$ cat src/pkg/stm_pkg.sv
// constants, state type and code function for the safe torque off monitor
package stm_pkg;

  localparam int unsigned CODE_W       = 8;

  // object subindices
  localparam logic [7:0]  SUB_COUNT    = 8'h00;
  localparam logic [7:0]  SUB_STATE    = 8'h01;
  localparam logic [7:0]  SUB_RESET    = 8'h02;

  // object values
  localparam logic [7:0]  ENTRY_COUNT  = 8'h02;
  localparam logic [7:0]  RESET_CMD    = 8'h01;

  // state codes reported to software
  localparam logic [7:0]  CODE_BLOCKED = 8'h00;
  localparam logic [7:0]  CODE_ERROR   = 8'h01;
  localparam logic [7:0]  CODE_PERMIT  = 8'h10;
  localparam logic [7:0]  CODE_PWRDN   = 8'h11;

  typedef enum logic [1:0] {
    ST_PWRDN,
    ST_ERROR,
    ST_BLOCKED,
    ST_PERMIT
  } stm_state_e;

  function automatic logic [7:0] stm_state_code(input stm_state_e st);
    logic [7:0] code;
    code = CODE_PWRDN;
    case (st)
      ST_ERROR:   code = CODE_ERROR;
      ST_BLOCKED: code = CODE_BLOCKED;
      ST_PERMIT:  code = CODE_PERMIT;
      default:    code = CODE_PWRDN;
    endcase
    return code;
  endfunction : stm_state_code

endpackage : stm_pkg

$ cat src/pkg/stm_in_if.sv
// filtered enable inputs passed from the synchroniser to the monitor
`timescale 1ns/1ns
interface stm_in_if;
  logic ena_a;
  logic ena_b;
  modport src (output ena_a, output ena_b);
  modport dst (input ena_a, input ena_b);
endinterface : stm_in_if

$ cat src/verilog/stm_in_sync.sv
// three-stage synchroniser and agreement filter for the two enable pins
`timescale 1ns/1ns
module stm_in_sync (
  input  wire logic sys_clk,
  input  wire logic rst_b,
  input  wire logic raw_a,
  input  wire logic raw_b,
  stm_in_if.src     sync
);

  logic [2:0] sh_a_reg;
  logic [2:0] sh_b_reg;
  logic       ena_a_reg;
  logic       ena_b_reg;

  // stage 0 feeds only stage 1; the filter looks at stages 1 and 2
  wire agree_a = (sh_a_reg[1] == sh_a_reg[2]);
  wire agree_b = (sh_b_reg[1] == sh_b_reg[2]);

  always_ff @(posedge sys_clk or negedge rst_b) begin
    if (!rst_b) begin
      sh_a_reg  <= 3'h0;
      sh_b_reg  <= 3'h0;
      ena_a_reg <= 1'b0;
      ena_b_reg <= 1'b0;
    end else begin
      sh_a_reg  <= {sh_a_reg[1:0], raw_a};
      sh_b_reg  <= {sh_b_reg[1:0], raw_b};
      if (agree_a) ena_a_reg <= sh_a_reg[2];
      if (agree_b) ena_b_reg <= sh_b_reg[2];
    end
  end

  assign sync.ena_a = ena_a_reg;
  assign sync.ena_b = ena_b_reg;

endmodule : stm_in_sync

$ cat src/verilog/stm_monitor.sv
// safe torque off monitor: state machine, object access, indicators
// Functional notes
// - torque needs both redundant enable inputs active
// - state readable as 8-bit code 0/1/16/17
// - writing one to reset object pulses reset
// - reset pulse in error gives blocked, code 0
// - both inputs active in blocked gives permitted
// - permitted: fault-free output high, status low
// - digital outputs and lamps show same values
// - entry count two readable at subindex zero
// - drive operation allowed only when torque permitted
// - entering error raises emergency message request
`timescale 1ns/1ns
module stm_monitor #(
  parameter int unsigned CODE_BITS = 8
) (
  input  wire logic        sys_clk,
  input  wire logic        rst_b,
  input  wire logic        safety_input_a,
  input  wire logic        safety_input_b,
  input  wire logic [7:0]  obj_sub,
  input  wire logic        obj_rd,
  input  wire logic        obj_wr,
  input  wire logic [7:0]  obj_wdata,
  output logic      [7:0]  obj_rdata,
  output logic             obj_rvalid,
  output logic             obj_err,
  output logic             status_out,
  output logic             no_error_out,
  output logic             status_led,
  output logic             no_error_led,
  output logic             drive_op_allow,
  output logic             emcy_req
);
  import stm_pkg::*;

  if (CODE_BITS != stm_pkg::CODE_W) begin : g_bad_width
    $error("stm_monitor: CODE_BITS must be 8");
  end

  stm_in_if in_if ();

  stm_in_sync u_sync (
    .sys_clk (sys_clk),
    .rst_b   (rst_b),
    .raw_a   (safety_input_a),
    .raw_b   (safety_input_b),
    .sync    (in_if)
  );

  stm_state_e state_reg;
  stm_state_e state_next;
  logic       rst_pulse_reg;
  logic [7:0] rdata_reg;
  logic [7:0] rdata_next;
  logic       rvalid_reg;
  logic       err_reg;
  logic       err_next;
  logic       status_reg;
  logic       no_error_reg;
  logic       allow_reg;
  logic       emcy_reg;

  // torque is only possible with both channels active
  wire both_on    = in_if.ena_a & in_if.ena_b;
  wire hit_count  = (obj_sub == SUB_COUNT);
  wire hit_state  = (obj_sub == SUB_STATE);
  wire hit_reset  = (obj_sub == SUB_RESET);
  // any other value is ignored so a stray write cannot clear an error
  wire reset_cmd  = obj_wr & hit_reset & (obj_wdata == RESET_CMD);
  wire [7:0] state_code = stm_state_code(state_reg);

  // object read decode
  always_comb begin
    rdata_next = 8'h00;
    err_next   = 1'b0;
    if (obj_rd && hit_count) begin
      rdata_next = ENTRY_COUNT;
    end else if (obj_rd && hit_state) begin
      rdata_next = state_code;
    end else if (obj_rd) begin
      err_next   = 1'b1;
    end else if (obj_wr && !hit_reset) begin
      err_next   = 1'b1;
    end
  end

  // safety state machine
  always_comb begin
    state_next = state_reg;
    case (state_reg)
      ST_PWRDN: begin
        state_next = ST_ERROR;
      end
      ST_ERROR: begin
        if (rst_pulse_reg) begin
          state_next = ST_BLOCKED;
        end else begin
          state_next = ST_ERROR;
        end
      end
      ST_BLOCKED: begin
        if (both_on) begin
          state_next = ST_PERMIT;
        end
      end
      ST_PERMIT: begin
        if (!both_on) begin
          state_next = ST_ERROR;
        end
      end
      default: begin
        state_next = ST_ERROR;
      end
    endcase
  end

  always_ff @(posedge sys_clk or negedge rst_b) begin
    if (!rst_b) begin
      state_reg     <= ST_PWRDN;
      rst_pulse_reg <= 1'b0;
    end else begin
      state_reg     <= state_next;
      rst_pulse_reg <= reset_cmd;
    end
  end

  // indicators follow state_next so they change with state_reg
  always_ff @(posedge sys_clk or negedge rst_b) begin
    if (!rst_b) begin
      status_reg   <= 1'b1;
      no_error_reg <= 1'b0;
      allow_reg    <= 1'b0;
      emcy_reg     <= 1'b0;
    end else begin
      status_reg   <= (state_next != ST_PERMIT);
      no_error_reg <= (state_next == ST_PERMIT) || (state_next == ST_BLOCKED);
      allow_reg    <= (state_next == ST_PERMIT);
      emcy_reg     <= (state_next == ST_ERROR) && (state_reg != ST_ERROR);
    end
  end

  always_ff @(posedge sys_clk or negedge rst_b) begin
    if (!rst_b) begin
      rdata_reg  <= 8'h00;
      rvalid_reg <= 1'b0;
      err_reg    <= 1'b0;
    end else begin
      rdata_reg  <= rdata_next;
      rvalid_reg <= obj_rd;
      err_reg    <= err_next;
    end
  end

  assign obj_rdata      = rdata_reg;
  assign obj_rvalid     = rvalid_reg;
  assign obj_err        = err_reg;
  // one register drives both pin and lamp so they can never disagree
  assign status_out     = status_reg;
  assign status_led     = status_reg;
  assign no_error_out   = no_error_reg;
  assign no_error_led   = no_error_reg;
  assign drive_op_allow = allow_reg;
  assign emcy_req       = emcy_reg;
endmodule : stm_monitor

$ cat config.mk
export PLATFORM = sky130hd
export DESIGN_NAME = stm_monitor
export DESIGN_NICKNAME = d
export VERILOG_FILES = /design/src/pkg/stm_pkg.sv /design/src/pkg/stm_in_if.sv /design/src/verilog/stm_in_sync.sv /design/src/verilog/stm_monitor.sv
export SDC_FILE = /design/constraint.sdc
export NUM_CORES = 1
export LEC_CHECK = 0
export BUFFER_PORTS_ARGS = -buffer_cell sky130_fd_sc_hd__buf_2
export CELL_PAD_IN_SITES_DETAIL_PLACEMENT = 1
export CELL_PAD_IN_SITES_GLOBAL_PLACEMENT = 1
export CORE_UTILIZATION = 34
export DETAILED_ROUTE_END_ITERATION = 8
export PLACE_DENSITY_LB_ADDON = 0.1
export SYNTH_ARGS = -nofsm -noshare
export SYNTH_HDL_FRONTEND = slang
export SYNTH_SLANG_ARGS = --single-unit
$ cat constraint.sdc
create_clock -name sys_clk -period 1.73 [get_ports sys_clk]
set_input_delay 0 -clock sys_clk [delete_from_list [all_inputs] [get_ports sys_clk]]
set_output_delay 0 -clock sys_clk [all_outputs]
set_load 0.02 [all_outputs]
# After elaboration in Yosys (flattened, before gate mapping)
# Index checks and enable logic that the tools add are counted.
[totals]
in_bits = 22
register_bits = 25
elab_cells = 48
output_inout_bits = 16
[classes]
n_reduce_logical = 8
bitwise_logic = 3
mux = 11
n_eq_ne = 13
[ops]
columns = ["cell", "count"]
rows = [
  ["8-bit by 1-bit == test with 1-bit output, second input constant", 2],
  ["5-bit one-hot mux with 3 select lines", 1],
  ["5-bit 2-to-1 mux", 2],
  ["2-bit == test, second input constant", 4],
  ["8-bit by 2-bit == test with 1-bit output, second input constant", 1],
  ["8-bit zero test", 1],
  ["2-bit one-hot mux with 4 select lines", 1],
  ["2-bit 2-to-1 mux", 3],
  ["2-bit by 1-bit == test with 1-bit output, second input constant", 2],
  ["1-bit logical AND", 4],
  ["1-bit 2-to-1 mux", 4],
  ["1-bit bitwise AND", 3],
  ["1-bit == test", 2],
  ["2-bit zero test", 1],
  ["2-bit by 1-bit inequality test with 1-bit output, second input constant", 1],
  ["2-bit inequality test, second input constant", 1],
  ["1-bit zero test", 1],
  ["1-bit logical OR", 1],
]

# Logic depth before layout (Yosys ltp)
[depth]
ltp_word = 7
mapped_depth = 5
depth_no_buf = 5

# By module
# Synthesis repeated with hierarchy kept, for this count alone.
[hier_totals]
cells_unflattened = 65
hier_area_um2 = 840.8
[by_module_without_submodules]
columns = ["module", "seq_area_each_um2", "instances", "area_each_um2", "cells_each"]
rows = [
  ["stm_monitor", 276.5, 1, 618.1, 55],
  ["stm_in_sync", 200.2, 1, 222.7, 10],
]

# Least setup slack after synthesis
# No wires, ideal clock.
[synth_timing]
path_type = "reg-to-reg"
startpoint = "reg state_reg[0]"
endpoint = "reg allow_reg, in the netlist drive_op_allow"
period_less_slack_ps = 1464
path_stages_with_launch = 6
arrival_ps = 1333
path_slack_ps = 266
required_ps = 1599
path_buffers = 0
setup_ps = 131
path_cell_list = "dfrtp_1 > inv_1 > ha_1 > a41oi_2 > nor4_1 > or3_1"
[synth_between]
elab_chain_len = 3
word_cells_on_any_way = 8
classes_between = "4 x eq/ne; 3 x mux; 1 x reduce/logical"
[synth_rtl]
columns = ["item", "line_no", "source"]
rows = [
  ["start: declaration", "stm_monitor.sv:51", "stm_state_e state_reg;"],
  ["start signal: assignment", "stm_monitor.sv:123", "state_reg <= state_next;"],
  ["2-bit == test, or another cell as far along", "stm_monitor.sv:91", "case (state_reg)"],
  ["2-bit one-hot mux with 4 select lines *", "stm_monitor.sv:91", ""],
  ["2-bit == test *", "stm_monitor.sv:138", "allow_reg <= (state_next == ST_PERMIT);"],
  ["end signal: assignment", "stm_monitor.sv:138", ""],
  ["end: declaration", "stm_monitor.sv:61", "logic allow_reg;"],
]
# Mark *: on every way between the ends. The rest lies on a longest branch, timed or not.
# A chain may end at the register's enable or synchronous reset.

# Worst setup path after layout
[layout_timing]
startpoint = "reg state_reg[0]"
endpoint = "reg emcy_reg, in the netlist emcy_req"
[layout_between]
elab_chain_len = 4
word_cells_on_any_way = 10
classes_between = "5 x eq/ne; 3 x mux; 2 x reduce/logical"
[layout_rtl]
columns = ["item", "line_no", "source"]
rows = [
  ["2-bit == test, or another cell as far along", "stm_monitor.sv:91", ""],
  ["2-bit one-hot mux with 4 select lines", "stm_monitor.sv:91", ""],
  ["2-bit by 1-bit == test with 1-bit output", "stm_monitor.sv:139", "emcy_reg <= (state_next == ST_ERROR) && (state_reg != ST_ERROR);"],
  ["1-bit logical AND *", "stm_monitor.sv:139", ""],
  ["end signal: assignment", "stm_monitor.sv:139", ""],
  ["end: declaration", "stm_monitor.sv:62", "logic emcy_reg;"],
]
# Marked as above.

==> flow_summary.yaml <==
outcome:
  run_status: "completed"
global_route:
  grt_first_pass_wirelength_um: 3170
  antenna_found_initial: 0
  maximum_number_of_pins_on_one_net_before_global_route_repair: 21
  grt_pass1_vias: 747
  gr-usage-all-layers_pct: 16.5
  grt.overflow.total: 0
power_and_ir_drop:
  p_sw_mw: 0.182
  power.density_cell_area_mw_per_mm2: 704
  worst_ir_drop_on_vdd_mv: 0.431
  total_power_mw: 0.838
  power_share_of_the_sequential_group_pct: 58.5
  power.combinational.fraction_pct: 10.3
  cell_internal_pwr_mw: 0.656
  cell_leakage_power_nw: 0.572
  p_clk_share_pct: 31.2
  power.switching_fraction_pct: 21.7
yosys:
  synthesis.yosys.warnings: 0
  synth.mux.area_fraction_pct: 0
  synth_top_family_by_area: "simple AND/OR/NAND/NOR gates"
  number_of_distinct_standard_cells_referenced_by_the_synthesized_netlist: 24
  post_synth_fa_ha_maj_area_fraction_pct: 9.62
  largest_area_contributor_in_the_synthesized_netlist: "sky130_fd_sc_hd__dfrtp_1"
  mappedNetlistArea_um2: 858
  sequential_area_share_after_synthesis_pct: 58.5
  synth_compound_gate_area_share_pct: 7.00
  synth_largest_type_area_fraction_pct: 55.4
  synthesis.instances: 69
  ys_async_sr_fraction_pct: 100
  yosys.area_share.xor_xnor_pct: 0
  ys_top_cells_by_area: "sky130_fd_sc_hd__dfrtp_1, sky130_fd_sc_hd__ha_1, sky130_fd_sc_hd__buf_4, sky130_fd_sc_hd__nor3b_1, sky130_fd_sc_hd__dfstp_2"
  yosys_most_used_dff: "sky130_fd_sc_hd__dfrtp_1"
  synth_enable_flop_cells: 0
  post_synth_and_or_nand_nor_area_fraction_pct: 16.6
  synthMostInstantiatedCell: "sky130_fd_sc_hd__dfrtp_1"
  syn-mean-instance-area_um2: 12.4
  yosys_register_bits: 20
  synth_common_cells: "sky130_fd_sc_hd__dfrtp_1, sky130_fd_sc_hd__buf_4, sky130_fd_sc_hd__ha_1, sky130_fd_sc_hd__nor2_1"
floorplan:
  count_of_boundary_i_o_pins: 38
  dieArea_mm2: 0.00273
  height_of_the_chip_um: 52.2
  start_util_pct: 37.4
  core_area_mm2: 0.00230
  placementRows: 17
  floorplan.die.width_um: 52.2
setup_path:
  worstPathRequired_ns: 1.95
  timing_worst_setup_path_type: "reg -> reg"
  setup.worst_path.end_class: "flip-flop"
  crit_fanout: 5
  critical_path_at_ns: 1.79
  critical_path.startpoint_type: "flip-flop"
clock_network:
  clock_tree.buffer_depth: 2
  cts.htree.levels: 1
  tritoncts: "yes"
  worst_setup_hold_path_clk_slew_ns: 0.11
  inserted_clock_buffers: 3
  insertion_delay_ns: 0.29
  cts-root-buf: "sky130_fd_sc_hd__clkbuf_4"
  post_cts_repair_setup_buffers: 0
  clkSinkCount: 20
timing:
  timing.final.crit_share_pct: 90.7
  setup_viol_count_final: 0
  clock_skew_ns: 0.000595
  whs_ns: 0.0180
  fin_tns_setup_ns: 0
  rsz0062_at_grt: "no"
  fmax_mhz: 638
  final-hold-violation-count: 0
  slew_viol_final: 0
  timing.final.crit_period_ns: 1.57
place:
  dp_hpwl_um: 1180
  gp_routability_congestion: 0.794
  port-buffer-count: 32
  dpl_cell_area_mm2: 0.00101
drt:
  antenna_violating_nets_post_route: 0
  detail_route.wirelength.met1_um: 767
  top_layer_used: "met4"
  route.vias.total: 668
  dr.pass1.iters: 3
  route.final.wire_length_um: 1780
  initialDrtViolationCount: 12
  avgRoutedWirePerCell_um: 12.4
  drc: 0
  route.met3.wl_um: 96
  wl_met2_um: 896
  vias_per_cell: 4.67
layout:
  proportion_of_layout_cells_with_a_drive_suffix_above_1_pct: 36.5
  final_instance_area_mm2: 0.00119
  antenna_cells: 0
  num-nets-final: 143
  layout-area-overhead-vs-synth_pct: 38.6
worst_hold_path:
  hold_path.class: "in -> reg"
flow_run:
  drv.max_cap_violation_count: 0
## through the flow
stage	setup WS, ns	instances	utilization (%)
after global placement	0.194	125	44.1
after floorplan	0.266	73	-
final	0.161	143	51.8
after detailed placement	0.141	125	44.1
after global routing	0.0450	143	51.8
after CTS	0.106	143	51.7
## final cells by class
class	instances	area, um2
Fill cell	256	1110
Sequential cell	20	503
Multi-Input combinational cell	42	304
Timing Repair Buffer	46	300
Clock buffer	4	36.3
Tap cell	28	35.0
Inverter	3	11.3
## cell families after synthesis
| logic type | Yosys count |
|---|---|
| AOI/OAI and AO/OA | 7 |
| other | 1 |
| buffers and inverters | 11 |
| and+or+nand+nor | 23 |
| adders and majority gates | 7 |
| DFF | 20 |
## critical path, stage by stage, from the launching register on
cell	delay [ns]
sky130_fd_sc_hd__dfrtp_2	0.43
sky130_fd_sc_hd__inv_1	0.07
sky130_fd_sc_hd__ha_1	0.22
sky130_fd_sc_hd__a41oi_2	0.25
sky130_fd_sc_hd__or3b_1	0.38
sky130_fd_sc_hd__a21oi_1	0.15
## power by group through the flow
stage	Sequential (mW)	Combinational [mW]	Clock, mW
6_report	0.490	0.0865	0.261
5_1_grt	0.493	0.0958	0.289
4_1_cts	0.491	0.0850	0.277
3_5_place_dp	0.500	0.0630	0
3_3_place_gp	0.500	0.0610	0
2_1_floorplan	0.501	0.0293	0
## final timing paths
kind | startpoint | slack, ns | end | depth (start not counted)
min in group asynchronous | rst_b | 0.17 | u_sync.sh_a_reg[1]$_DFF_PN0_ | 2
min reg2reg | u_sync.sh_b_reg[0]$_DFF_PN0_ | 0.36 | u_sync.sh_b_reg[1]$_DFF_PN0_ | 0
max | state_reg[0]$_DFF_PN0_ | 0.16 | emcy_req$_DFF_PN0_ | 5
min | obj_wr | 0.02 | obj_err$_DFF_PN0_ | 2
max reg2reg | state_reg[0]$_DFF_PN0_ | 0.16 | emcy_req$_DFF_PN0_ | 5
max in group asynchronous | rst_b | 1.23 | status_led$_DFF_PN1_ | 2
## timing repair
| action | CTS | global route |
|---|---|---|
| gates resized for setup | 0 | 1 |
| setup endpoints to repair | 0 | 2 |
| endpoints found under the hold margin | 27 | 0 |
| hold buffers | 14 | 0 |
## cells in the final DEF (no fill, tap or decap), drive strengths merged, types with 3 or more instances in the layout
cell,synthesis,layout
buf,7,32
dfrtp,19,19
dlygate4sd3,0,14
nor2,5,5
ha,5,5
conb,1,5
nor4,4,4
nor3b,4,4
clkbuf,1,4
inv,3,3
a21oi,3,3
## routing by layer
metal / global-route usage (%) / up-vias
met5: 0 / -
met2: 27.8 / 27
met4: 11.0 / 0
li1: - / 320
met1: 18.6 / 319
met3: 3.48 / 2
No activity file was read; power rests on OpenSTA's default activity.
